<file path="config.mk">
export PLATFORM = sky130hd
export DESIGN_NAME = egc_top
export DESIGN_NICKNAME = d
export VERILOG_FILES = /design/src/egc_pkg.sv /design/src/egc_refclk_div.sv /design/src/egc_top.sv
export VERILOG_INCLUDE_DIRS = /design/src
export SDC_FILE = /design/constraint.sdc
export NUM_CORES = 1
export LEC_CHECK = 0
export BUFFER_PORTS_ARGS = -buffer_cell sky130_fd_sc_hd__buf_2
export CAP_MARGIN = 15
export CORE_MARGIN = 4
export CORE_UTILIZATION = 59
export CTS_CLUSTER_SIZE = 14
export DETAILED_ROUTE_END_ITERATION = 16
export GPL_TIMING_DRIVEN = 0
export PLACE_DENSITY = 0.8
export SKIP_CTS_REPAIR_TIMING = 1
export SLEW_MARGIN = 0
export SYNTH_ARGS = -nofsm -noshare
export SYNTH_HDL_FRONTEND = slang
export SYNTH_SLANG_ARGS = --single-unit
</file>
<file path="constraint.sdc">
create_clock -name clk -period 5.3 [get_ports clk]
set_input_delay 0.795 -clock clk [delete_from_list [all_inputs] [get_ports clk]]
set_output_delay 0.795 -clock clk [all_outputs]
set_load 0.03 [all_outputs]
</file>
<file path="src/egc_map.svh">
// Offsets, field positions, reset values and timing figures of the global control bank
`ifndef EGC_MAP_SVH
`define EGC_MAP_SVH
// Register indices on the register port
`define EGC_CTL2_IDX 1'b0
`define EGC_LEDID_IDX 1'b1
// Power-on values
`define EGC_CTL2_POR 16'hCB00
`define EGC_CODIV_POR 4'hB
`define EGC_LEDCFG_POR 8'h26
// global_control_two fields
`define EGC_ENABLE_BIT 15
`define EGC_STRETCH_BIT 14
`define EGC_SAINS_BIT 13
`define EGC_HASH_BIT 12
`define EGC_CODIV_HI 11
`define EGC_CODIV_LO 8
`define EGC_AUTO_PAUSE_ENABLE_BIT 7
`define EGC_TRANSMIT_RESET_BIT_BIT 6
`define EGC_RECEIVE_RESET_BIT_BIT 5
`define EGC_MRST_BIT 4
`define EGC_MODEXP_LENGTH_SELECT_HI 3
`define EGC_MODEXP_LENGTH_SELECT_LO 2
`define EGC_CIPHER_KEY_LENGTH_SELECT_HI 1
`define EGC_CIPHER_KEY_LENGTH_SELECT_LO 0
// led_config_and_id fields
`define EGC_LED_OUTPUT_ONE_HI 15
`define EGC_LED_OUTPUT_ONE_LO 12
`define EGC_LED_OUTPUT_TWO_HI 11
`define EGC_LED_OUTPUT_TWO_LO 8
`define EGC_DEVICE_IDENTIFIER_HI 7
`define EGC_DEVICE_IDENTIFIER_LO 5
`define EGC_SILICON_REVISION_HI 4
`define EGC_SILICON_REVISION_LO 0
// Timing
`define EGC_CLK_HZ 25000000
`define EGC_MRST_US 25
`define EGC_STRETCH_MS 50
`endif

</file>
<file path="src/egc_pkg.sv">
// Types shared by the global control bank
package egc_pkg;
  typedef logic [15:0] egc_word_t;
  typedef logic [3:0] egc_code_t;
  typedef enum logic [1:0] {
    EGC_RUN  = 2'b01,
    EGC_MRST = 2'b10
  } egc_state_t;
endpackage

</file>
<file path="src/egc_refclk_div.sv">
// Reference clock output divider
`timescale 1ns/1ps
module egc_refclk_div (
  input wire logic clk,                 // System clock, used as the divider reference
  input wire logic rst_n,               // Power-on reset only, active low
  input wire egc_pkg::egc_code_t code,  // Divider select code
  output logic ref_out                  // Divided clock output
);
  import egc_pkg::*;

  // Period in half reference cycles; zero means stopped
  function automatic logic [11:0] half_period(input egc_code_t c);
    unique case (c)
      4'hF: half_period = 12'hFA0;
      4'hE: half_period = 12'h7D0;
      4'hC: half_period = 12'h040;
      4'hB: half_period = 12'h032;
      4'hA: half_period = 12'h028;
      4'h9: half_period = 12'h020;
      4'h8: half_period = 12'h019;
      4'h7: half_period = 12'h018;
      4'h6: half_period = 12'h014;
      4'h5: half_period = 12'h010;
      4'h4: half_period = 12'h00C;
      4'h3: half_period = 12'h00A;
      4'h2: half_period = 12'h008;
      4'h1: half_period = 12'h006;
      default: half_period = 12'h000;
    endcase
  endfunction

  logic [11:0] acc_ff;
  logic [11:0] nxt_acc;
  logic out_ff;
  wire [11:0] period = half_period(code);
  wire stopped = (period == 12'h000);
  wire [11:0] sum = acc_ff + 12'h002;
  // Odd half-period (12.5) alternates 12 and 13 cycles, so duty is uneven
  assign nxt_acc = (acc_ff >= period) ? 12'h000 :
                   (sum >= period) ? 12'(sum - period) : sum;

  always_ff @(posedge clk) begin
    if (!rst_n || stopped) begin
      acc_ff <= 12'h000;
      out_ff <= 1'b0;
    end else begin
      acc_ff <= nxt_acc;
      out_ff <= (nxt_acc < (period >> 1));
    end
  end

  assign ref_out = out_ff;
endmodule

</file>
<file path="src/egc_top.sv">
// Global control, LED drive and identification bank of the Ethernet controller
//
// Functional notes
// - Enable bit high runs device, low powers down
// - Stretch bit lengthens LED events to 50 ms
// - Insert bit enables station source address insertion
// - Hash select: one SHA-1, zero MD5
// - Clock output divides by selected table divisor
// - Codes 1101, 0000 stop output low
// - Divider field resets only at power-on
// - Auto pause bit enables flow control, resets zero
// - Transmit reset holds logic, clears transmit request
// - Receive reset holds logic, clears receive enable
// - Master reset clears all but divider, self-clears
// - Modexp length: 512, 768, 1024, reserved
// - Key length: 128, 192, 256, reserved
// - LED codes 0000 to 1000 show states
// - LED codes 1001 to 1100 show link, blink low
// - Bi-color codes need equal LED fields
// - Identifier register: device id, silicon revision
`timescale 1ns/1ps
`include "egc_map.svh"
module egc_top #(
  parameter int STRETCH_CYCLES = (`EGC_STRETCH_MS * (`EGC_CLK_HZ / 1000)),
  parameter logic [2:0] DEVICE_ID = 3'h5,  // Arbitrary value
  parameter logic [4:0] REVISION = 5'h03   // Arbitrary value
) (
  input wire logic clk,                      // 25 MHz oscillator clock
  input wire logic rst_n,                    // Power-on reset, active low
  input wire logic reg_sel,                  // Register index
  input wire logic reg_wr,                   // Write strobe
  input wire logic reg_rd,                   // Read strobe
  input wire logic [1:0] reg_be,             // Byte enables, bit 1 high byte
  input wire egc_pkg::egc_word_t reg_wdata,  // Write data
  output egc_pkg::egc_word_t reg_rdata,      // Read data
  output logic reg_rvalid,                   // Read data valid pulse
  output logic reg_busy,                     // Port refused during master reset
  input wire logic link_up,                  // PHY link present
  input wire logic speed_100,                // PHY at 100 Mbps
  input wire logic phy_duplex_flag,          // PHY in full duplex
  input wire logic tx_active,                // Frame being transmitted
  input wire logic rx_active,                // Frame being received
  input wire logic collision,                // Collision seen
  output logic device_enable_bit,            // Device enabled
  output logic power_down,                   // Reduced power request
  output logic source_address_insert,        // Station address insertion
  output logic hash_algorithm_select,        // 1 SHA-1, 0 MD5
  output logic auto_pause_enable,            // Automatic flow control
  output logic transmit_reset,               // Hold transmit logic in reset
  output logic receive_reset,                // Hold receive logic in reset
  output logic transmit_request_clear,       // Clear pending transmit request
  output logic receive_enable_clear,         // Clear receive enable
  output logic master_reset,                 // Reset to all other blocks
  output logic [1:0] modexp_length_select,   // Operand size select
  output logic [10:0] modexp_operand_bits,   // Operand size in bits, 0 reserved
  output logic [1:0] cipher_key_length_select, // Key size select
  output logic [8:0] cipher_key_bits,        // Key size in bits, 0 reserved
  output logic led_output_one,               // First LED pin
  output logic led_output_two,               // Second LED pin
  output logic reference_clock_output        // Divided clock output
);
  import egc_pkg::*;

  // ********************************************
  // Constants
  // ********************************************
  localparam int MRST_CYCLES = `EGC_MRST_US * (`EGC_CLK_HZ / 1000000);
  localparam logic [9:0] MRST_LAST = 10'(MRST_CYCLES - 1);
  localparam logic [20:0] STRETCH_LAST = 21'(STRETCH_CYCLES - 1);

  // ********************************************
  // Functions
  // ********************************************
  // Restart on a new event so back-to-back events keep the LED lit
  function automatic logic [20:0] stretch_next(input logic [20:0] cnt, input logic ev);
    if (ev) begin
      stretch_next = STRETCH_LAST;
    end else if (cnt != 21'h000000) begin
      stretch_next = 21'(cnt - 21'h000001);
    end else begin
      stretch_next = 21'h000000;
    end
  endfunction

  // Pin level for one LED; second selects the opposite pin of a bi-color pair
  function automatic logic led_level(
    input egc_code_t code,
    input logic second,
    input logic lnk,
    input logic spd,
    input logic dpx,
    input logic tx,
    input logic rx,
    input logic col
  );
    logic act;
    act = tx | rx;
    unique case (code)
      4'h0: led_level = 1'b0;
      4'h1: led_level = 1'b1;
      4'h2: led_level = lnk;
      4'h3: led_level = col;
      4'h4: led_level = tx;
      4'h5: led_level = rx;
      4'h6: led_level = act;
      4'h7: led_level = dpx & lnk;
      4'h8: led_level = spd & lnk;
      4'h9: led_level = lnk & ~tx;
      4'hA: led_level = lnk & ~rx;
      4'hB: led_level = lnk & ~act;
      4'hC: led_level = lnk & ~col;
      4'hE: led_level = lnk & ~act & (dpx ^ second);
      4'hF: led_level = lnk & ~act & (spd ^ second);
      default: led_level = 1'b0;
    endcase
  endfunction

  // ********************************************
  // State
  // ********************************************
  egc_state_t state_ff;
  egc_state_t nxt_state;
  logic [9:0] mrst_cnt_ff;
  logic [9:0] nxt_mrst_cnt;
  egc_word_t ctl2_ff;
  egc_word_t nxt_ctl2;
  egc_code_t codiv_ff;
  egc_code_t nxt_codiv;
  logic [7:0] ledcfg_ff;
  logic [7:0] nxt_ledcfg;
  egc_word_t rdata_ff;
  logic rvalid_ff;
  logic [20:0] tx_cnt_ff;
  logic [20:0] rx_cnt_ff;
  logic [20:0] col_cnt_ff;
  logic led_one_ff;
  logic led_two_ff;

  // ********************************************
  // Register port decode
  // ********************************************
  wire in_mrst = (state_ff == EGC_MRST);
  wire port_ok = ~in_mrst;
  wire wr_ctl2 = port_ok & reg_wr & (reg_sel == `EGC_CTL2_IDX);
  wire wr_led = port_ok & reg_wr & (reg_sel == `EGC_LEDID_IDX);
  wire wr_ctl2_lo = wr_ctl2 & reg_be[0];
  wire wr_ctl2_hi = wr_ctl2 & reg_be[1];
  wire wr_led_hi = wr_led & reg_be[1];
  wire mrst_go = wr_ctl2_lo & reg_wdata[`EGC_MRST_BIT];
  wire rd_ok = port_ok & reg_rd;

  // ********************************************
  // Master reset sequencer
  // ********************************************
  // Port stays refused while other blocks sit in reset
  always_comb begin
    nxt_state = state_ff;
    nxt_mrst_cnt = mrst_cnt_ff;
    unique case (state_ff)
      EGC_RUN: begin
        if (mrst_go) begin
          nxt_state = EGC_MRST;
          nxt_mrst_cnt = MRST_LAST;
        end
      end
      EGC_MRST: begin
        if (mrst_cnt_ff == 10'h000) begin
          nxt_state = EGC_RUN;
        end else begin
          nxt_mrst_cnt = 10'(mrst_cnt_ff - 10'h001);
        end
      end
      default: begin
        nxt_state = EGC_RUN;
      end
    endcase
  end

  always_ff @(posedge clk) begin
    if (!rst_n) begin
      state_ff <= EGC_RUN;
      mrst_cnt_ff <= 10'h000;
    end else begin
      state_ff <= nxt_state;
      mrst_cnt_ff <= nxt_mrst_cnt;
    end
  end

  // ********************************************
  // Control registers
  // ********************************************
  // Master reset bit is not stored; it reads back from the sequencer
  always_comb begin
    nxt_ctl2 = ctl2_ff;
    if (wr_ctl2_hi) begin
      nxt_ctl2[15:12] = reg_wdata[15:12];
    end
    if (wr_ctl2_lo) begin
      nxt_ctl2[7:0] = reg_wdata[7:0];
    end
    nxt_ctl2[11:8] = 4'h0;
    nxt_ctl2[`EGC_MRST_BIT] = 1'b0;
    if (mrst_go) begin
      nxt_ctl2 = `EGC_CTL2_POR;
      nxt_ctl2[11:8] = 4'h0;
    end
  end

  // Divider field survives master reset, so a clocked host keeps running
  assign nxt_codiv = wr_ctl2_hi ? reg_wdata[`EGC_CODIV_HI:`EGC_CODIV_LO] : codiv_ff;
  // Identifier bits have no storage, so writes to them do nothing
  assign nxt_ledcfg = mrst_go ? `EGC_LEDCFG_POR :
                      wr_led_hi ? reg_wdata[15:8] : ledcfg_ff;

  always_ff @(posedge clk) begin
    if (!rst_n) begin
      ctl2_ff <= `EGC_CTL2_POR;
      ctl2_ff[11:8] <= 4'h0;
      codiv_ff <= `EGC_CODIV_POR;
      ledcfg_ff <= `EGC_LEDCFG_POR;
    end else begin
      ctl2_ff <= nxt_ctl2;
      codiv_ff <= nxt_codiv;
      ledcfg_ff <= nxt_ledcfg;
    end
  end

  // ********************************************
  // Read path
  // ********************************************
  wire [15:0] ctl2_view = {ctl2_ff[15:12], codiv_ff, ctl2_ff[7:5], in_mrst, ctl2_ff[3:0]};
  wire [15:0] ledid_view = {ledcfg_ff, DEVICE_ID, REVISION};
  wire [15:0] rd_mux = (reg_sel == `EGC_CTL2_IDX) ? ctl2_view : ledid_view;

  always_ff @(posedge clk) begin
    if (!rst_n) begin
      rdata_ff <= 16'h0000;
      rvalid_ff <= 1'b0;
    end else begin
      rvalid_ff <= rd_ok;
      if (rd_ok) begin
        rdata_ff <= rd_mux;
      end
    end
  end

  assign reg_rdata = rdata_ff;
  assign reg_rvalid = rvalid_ff;
  assign reg_busy = in_mrst;

  // ********************************************
  // Control outputs
  // ********************************************
  assign device_enable_bit = ctl2_ff[`EGC_ENABLE_BIT];
  assign power_down = ~ctl2_ff[`EGC_ENABLE_BIT];
  assign source_address_insert = ctl2_ff[`EGC_SAINS_BIT];
  assign hash_algorithm_select = ctl2_ff[`EGC_HASH_BIT];
  assign auto_pause_enable = ctl2_ff[`EGC_AUTO_PAUSE_ENABLE_BIT];
  assign master_reset = in_mrst;
  assign transmit_reset = ctl2_ff[`EGC_TRANSMIT_RESET_BIT_BIT] | in_mrst;
  assign receive_reset = ctl2_ff[`EGC_RECEIVE_RESET_BIT_BIT] | in_mrst;
  // Held as a level so a request set during the reset is also refused
  assign transmit_request_clear = ctl2_ff[`EGC_TRANSMIT_RESET_BIT_BIT];
  assign receive_enable_clear = ctl2_ff[`EGC_RECEIVE_RESET_BIT_BIT];
  assign modexp_length_select = ctl2_ff[`EGC_MODEXP_LENGTH_SELECT_HI:`EGC_MODEXP_LENGTH_SELECT_LO];
  assign cipher_key_length_select = ctl2_ff[`EGC_CIPHER_KEY_LENGTH_SELECT_HI:`EGC_CIPHER_KEY_LENGTH_SELECT_LO];

  // Reserved codes report zero so a consumer can refuse to start
  always_comb begin
    unique case (modexp_length_select)
      2'h0: modexp_operand_bits = 11'h200;
      2'h1: modexp_operand_bits = 11'h300;
      2'h2: modexp_operand_bits = 11'h400;
      default: modexp_operand_bits = 11'h000;
    endcase
    unique case (cipher_key_length_select)
      2'h0: cipher_key_bits = 9'h080;
      2'h1: cipher_key_bits = 9'h0C0;
      2'h2: cipher_key_bits = 9'h100;
      default: cipher_key_bits = 9'h000;
    endcase
  end

  // ********************************************
  // LED stretching
  // ********************************************
  wire stretch_on = ctl2_ff[`EGC_STRETCH_BIT];

  always_ff @(posedge clk) begin
    if (!rst_n || in_mrst) begin
      tx_cnt_ff <= 21'h000000;
      rx_cnt_ff <= 21'h000000;
      col_cnt_ff <= 21'h000000;
    end else begin
      tx_cnt_ff <= stretch_next(tx_cnt_ff, tx_active);
      rx_cnt_ff <= stretch_next(rx_cnt_ff, rx_active);
      col_cnt_ff <= stretch_next(col_cnt_ff, collision);
    end
  end

  wire tx_seen = tx_active | (stretch_on & (tx_cnt_ff != 21'h000000));
  wire rx_seen = rx_active | (stretch_on & (rx_cnt_ff != 21'h000000));
  wire col_seen = collision | (stretch_on & (col_cnt_ff != 21'h000000));

  // ********************************************
  // LED drive
  // ********************************************
  wire [3:0] led_one_code = ledcfg_ff[`EGC_LED_OUTPUT_ONE_HI - 8:`EGC_LED_OUTPUT_ONE_LO - 8];
  wire [3:0] led_two_code = ledcfg_ff[`EGC_LED_OUTPUT_TWO_HI - 8:`EGC_LED_OUTPUT_TWO_LO - 8];
  wire led_one_lvl = led_level(led_one_code, 1'b0, link_up, speed_100, phy_duplex_flag,
                               tx_seen, rx_seen, col_seen);
  wire led_two_lvl = led_level(led_two_code, 1'b1, link_up, speed_100, phy_duplex_flag,
                               tx_seen, rx_seen, col_seen);

  always_ff @(posedge clk) begin
    if (!rst_n) begin
      led_one_ff <= 1'b0;
      led_two_ff <= 1'b0;
    end else begin
      led_one_ff <= led_one_lvl;
      led_two_ff <= led_two_lvl;
    end
  end

  assign led_output_one = led_one_ff;
  assign led_output_two = led_two_ff;

  // ********************************************
  // Reference clock output
  // ********************************************
  egc_refclk_div u_refclk_div (
    .clk(clk),
    .rst_n(rst_n),
    .code(codiv_ff),
    .ref_out(reference_clock_output)
  );

endmodule

</file>
======== Word-level counts from Yosys, hierarchy flattened ========
Memory sizes are Yosys's and may differ from the RTL's. A register that Yosys moved wholly into a read port is not among the register bits.
Cells that the tools add are included.
word-level totals
  bits in registers ....................... 130
  ROM bits ................................ 192
  bits of input ports ..................... 29
  output and inout bits ................... 55
  logic and storage cells ................. 143
  memories kept ........................... 1
cells by class
  add/subtract/negate cells ............... 6
  magnitude comparators ................... 3
  eq/ne operators ......................... 37
  multiplexer cells ....................... 21
  bitwise operators ....................... 40
  reductions and logical operators ........ 17
memories
  name             depth  width  read ports  clocked after memory_dff  wr ports  line                  text
  (no name shown)  16     12     1           1                         0         egc_refclk_div.sv:13  unique case (c)
operators by type and width
  operator               number
  $mux 21                6
  $reduce_bool 21->1     3
  $sub 21x1->21 const B  3
  $eq 4x4->1 const B     14
  $pmux 11 s3            1
  $eq 4x3->1 const B     8
  $pmux 1 s14            2
  $pmux 9 s3             1
  $ge 12x12->1           2
  $mux 12                2
  $and 1x1->1            21
  $mux 10                2
  $pmux 10 s2            1
  $eq 4x2->1 const B     4
  $mux 16                1
  $not 1->1              13
  $add 12x2->12 const B  1
  $logic_not 12->1       1
  $lt 12x11->1           1
  $sub 12x12->12         1
  $logic_not 10->1       1
  $sub 10x1->10 const B  1
  $reduce_or 3->1        3
  $eq 4x1->1 const B     2
  other kinds (15)       29

======== Logic depth before layout (Yosys ltp) ========
  depth in word-level cells ............... 8
  mapped depth ............................ 19
  depth with buffers taken out ............ 19

======== Hierarchy ========
Synthesis repeated with hierarchy kept, for this count alone.
second synthesis, totals
  cell total of the unflattened synthesis .. 896
  area total of the unflattened synthesis .. 7,493.4 um^2
modules (own cells, without submodules)
  module          instances  cells an instance  area an instance (um^2)
  egc_top         1          634                5,445.2
  egc_refclk_div  1          262                2,048.2

======== Worst setup path before layout ========
No wires, ideal clock.
  kind .................................... reg-to-reg
  start ................................... register u_refclk_div.acc_ff[1]
  end ..................................... register u_refclk_div.out_ff (netlist: u_refclk_div.ref_out)
  setup time .............................. 117 ps
  arrival ................................. 3,820 ps
  data required time ...................... 5,183 ps
  setup slack ............................. 1,363 ps
  stages on the path, launching flop included .. 19
  path buffers ............................ 1
  clock period less this slack ............ 3,937 ps
  cells stage by stage .................... dfxtp_1 ha_1 xor2_1 ha_1 nor2_1 a21oi_1 o221ai_1 and3_1 o21ai_1 clkbuf_1 mux2i_1 nor2_1 ha_1 nand3_1 nor2_1 and4_1 a21o_1 o21bai_1 a32o_1
between the ends
  word-level cells in the longest chain between the ends .. 5
  elaborated cells on any way between the ends .. 7
  classes of those cells .................. add/sub (2); order compare (3); mux (2)
ends and longest elaborated chain
  what                                            line                  text
  start, declared                                 egc_refclk_div.sv:32  logic [11:0] acc_ff;
  start signal, assigned                          egc_refclk_div.sv:47  acc_ff <= nxt_acc;
  $add 12x2->12                                   egc_refclk_div.sv:37  wire [11:0] sum = acc_ff + 12'h002;
  $sub 12x12->12 or $ge 12x12->1 (tied branches)  egc_refclk_div.sv:40  (sum >= period) ? 12'(sum - period) : sum;
  $mux 12                                         egc_refclk_div.sv:40
  $mux 12 *                                       egc_refclk_div.sv:39  assign nxt_acc = (acc_ff >= period) ? 12'h000 :
  via u_refclk_div.nxt_acc[9]                     egc_refclk_div.sv:33  logic [11:0] nxt_acc;
  $lt 12x11->1 *                                  egc_refclk_div.sv:48  out_ff <= (nxt_acc < (period >> 1));
  end signal, assigned                            egc_refclk_div.sv:48
  end, declared                                   egc_refclk_div.sv:34  logic out_ff;
The timed path passes the listed nets; every way through them passes the cells marked *.
A chain may end at the register's enable or synchronous reset.

======== Final worst setup path ========
  start ................................... register u_refclk_div.acc_ff[3]
  end ..................................... register u_refclk_div.out_ff (netlist: u_refclk_div.ref_out)
Same word-level chain as after synthesis.

==> results_dict.tcl <==
set metrics [dict create \
    dp_hpwl_mm 11.6 \
    power_density_nw_per_um2 499 \
    required_ns 5.61 \
    vias_per_cell 5.51 \
    slew_violations 0 \
    critPathCaptureType "flop" \
    antenna_cells 0 \
    route.detailed.drc 0 \
    rsz0062_at_grt "no" \
    final_nets 1044 \
    die-area_um2 14400 \
    port_buffers 68 \
    grt_pass1_vias 6246 \
    totalPowerFinal_uw 4320 \
    fin_crit_sh_pct 91.8 \
    synth_top_area_share_pct 37.6 \
    drive_gt1_share_pct 14.3 \
    synth_common_cells "dfxtp_1, nor2_1, nand2_1, xnor2_1, o21ai_0" \
    synth.most_common_cell "dfxtp_1" \
    ant_nets 0 \
    leakagePower_uw 0.00372 \
    avgSynthCellArea_um2 8.49 \
    cts.sinks 139 \
    dieHeight_um 120 \
    placed_area_um2 8000 \
    syn-cell-area_um2 7400 \
    wirelength_mm 16.6 \
    ir_drop_v 0.000283 \
    ys_warn_count 0 \
    finalSetupViolCount 0 \
    async_flop_share_pct 0 \
    drv_cap 0 \
    fmax_mhz 205 \
    yosysTopAreaCell "dfxtp_1" \
    syn_inst 872 \
    final_util_pct 71.2 \
    synth_flop_cell "dfxtp_1" \
    dr.pass1.iters 5 \
    clkTransAtPathRegs_ns 0.06 \
    start_util_pct 60.8 \
    antenna_found_initial 0 \
    skew_ns 0.00524 \
    place.gp.congestion 0.910 \
    htree_levels 4 \
    yosysUniqueCellTypes 68 \
    grtUsageTotal_pct 23.9 \
    startpoint_type "flop" \
    rows 40 \
    fin_crit_ns 4.87 \
    hold_viol 0 \
    maxSlewHeadroom_pct 54.6 \
    root_buffer "clkbuf_16" \
    reg2reg_slack_ns 0.43 \
    clk_latency_ns 0.42 \
    route.vias.total 6349 \
    cts_made_buffers 17 \
    cts_buffer_depth 2 \
    synth-edff-count 0 \
    design_area_um2 8660 \
    area_delta_synth_final_pct 17.0 \
    crit_type "flop to flop" \
    synthTopCellsByArea "dfxtp_1, ha_1, nor2_1" \
    grt_max_degree 17 \
    synth_seq_cells 139 \
    worst_pin_slew_ns 0.672 \
    hp-class "flop to flop" \
    drt-initial-drc-count 405 \
    status "finished clean" \
    routedWlPerCell_um 14.4 \
    seq_area_frac_synth_pct 37.6 \
    core_um2 12200 \
    io_pins 84 \
    path_max_fanout 10 \
    tritoncts "done" \
    tns_ns 0 \
    die_w_um 120 \
    arrival_ns 5.17 \
    fill_cells 973 \
    grt-ovfl-total 0 \
    grt_pass1_wl_mm 28.5 \
]
## critical path, stage by stage, from the launching register on
cell and delay [ns]:
dfxtp_1 0.49, nand3_1 0.21, nor2_1 0.19, and3_1 0.20, xor2_1 0.08, ha_1 0.41, nand2_1 0.07, o21ai_0 0.23
nand3_1 0.11, o21ai_1 0.50, clkbuf_1 0.57, mux2i_1 0.36, nor2_1 0.08, ha_1 0.31, nand3_1 0.11, nor2_1 0.15
and4_1 0.27, a21o_1 0.13, o21bai_1 0.05, a32o_1 0.24
## placed cells by master, fill, tap and decap left out, drive strengths merged, types with 8 or more instances in the layout
cell type / n
nor4: 18
or3: 8
o21ai: 50
a21oi: 36
xor2: 22
nor2: 133
a211oi: 14
dfxtp: 139
ha: 41
and3: 8
nand3b: 8
buf: 91
nor2b: 8
or4: 8
nor3: 43
inv: 35
clkbuf: 42
nand2: 58
nand3: 19
mux2i: 40
xnor2: 55
nand2b: 11
conb: 14
## where the power goes
group / switching, uW / internal, uW / total, uW
Combinational: 1000 / 756 / 1760
Clock: 447 / 868 / 1320
Sequential: 99.5 / 1150 / 1250
Total: 1550 / 2770 / 4320
## state kept, by name, summed over array words and instances, names as in the netlist, 2 cells and up
name,cells
rx_cnt_ff,21
reg_rdata,16
u_refclk_div.period,9
ledcfg_ff,8
mrst_cnt_ff,10
u_refclk_div.acc_ff,12
codiv_ff,4
state_ff,2
tx_cnt_ff,21
ctl2_ff,11
col_cnt_ff,21
## cell families after synthesis
| group | Yosys count | synth area share (%) |
|---|---|---|
| adders and majority gates | 43 | 7.47 |
| xor gates and xnor gates | 77 | 9.11 |
| DFF | 139 | 37.6 |
| other | 1 | 0.0507 |
| AOI/OAI and AO/OA | 140 | 11.9 |
| muxes | 43 | 5.87 |
| buffers and inverters | 81 | 5.19 |
| and+or+nand+nor | 348 | 22.8 |
## routing by layer
| metal | vias up | share of wire (%) | global-route usage [%] |
|---|---|---|---|
| met5 | - | 0 | 0 |
| met4 | 0 | 1.8 | 9.31 |
| met2 | 142 | 49 | 39.9 |
| met3 | 30 | 4.6 | 5.56 |
| li1 | 3210 | - | - |
| met1 | 2967 | 45 | 30.0 |
## layout make-up
type	count	area, um^2	share of cell area (%)
Inverter	36	135	1.56
Multi-Input combinational cell	665	4280	49.5
Tap cell	168	210	2.43
Sequential cell	139	2780	32.1
Timing Repair Buffer	68	340	3.93
Buffer	45	249	2.88
Clock inverter	12	193	2.23
Clock buffer	20	467	5.39
## metrics by stage
stage / setup slack (ns) / cells / hold WS [ns]
finish: 0.433 / 1153 / 0.451
global route: 0.0376 / 1153 / 0.498
CTS: 0.470 / 1153 / 0.454
detailed placement: 0.528 / 1121 / 0.446
global placement: 0.585 / 1121 / 0.438
floorplan: 1.36 / 885 / 0.445
## worst paths after layout
kind                                from  cells after the start                    to
hold reg to reg             reg_rdata[3]                      2          reg_rdata[3]
setup reg to reg  u_refclk_div.acc_ff[3]                     19  u_refclk_div.ref_out
setup / recovery  u_refclk_div.acc_ff[3]                     19  u_refclk_div.ref_out
hold / removal              reg_rdata[3]                      2          reg_rdata[3]
Power figures use the tool's default switching activity.
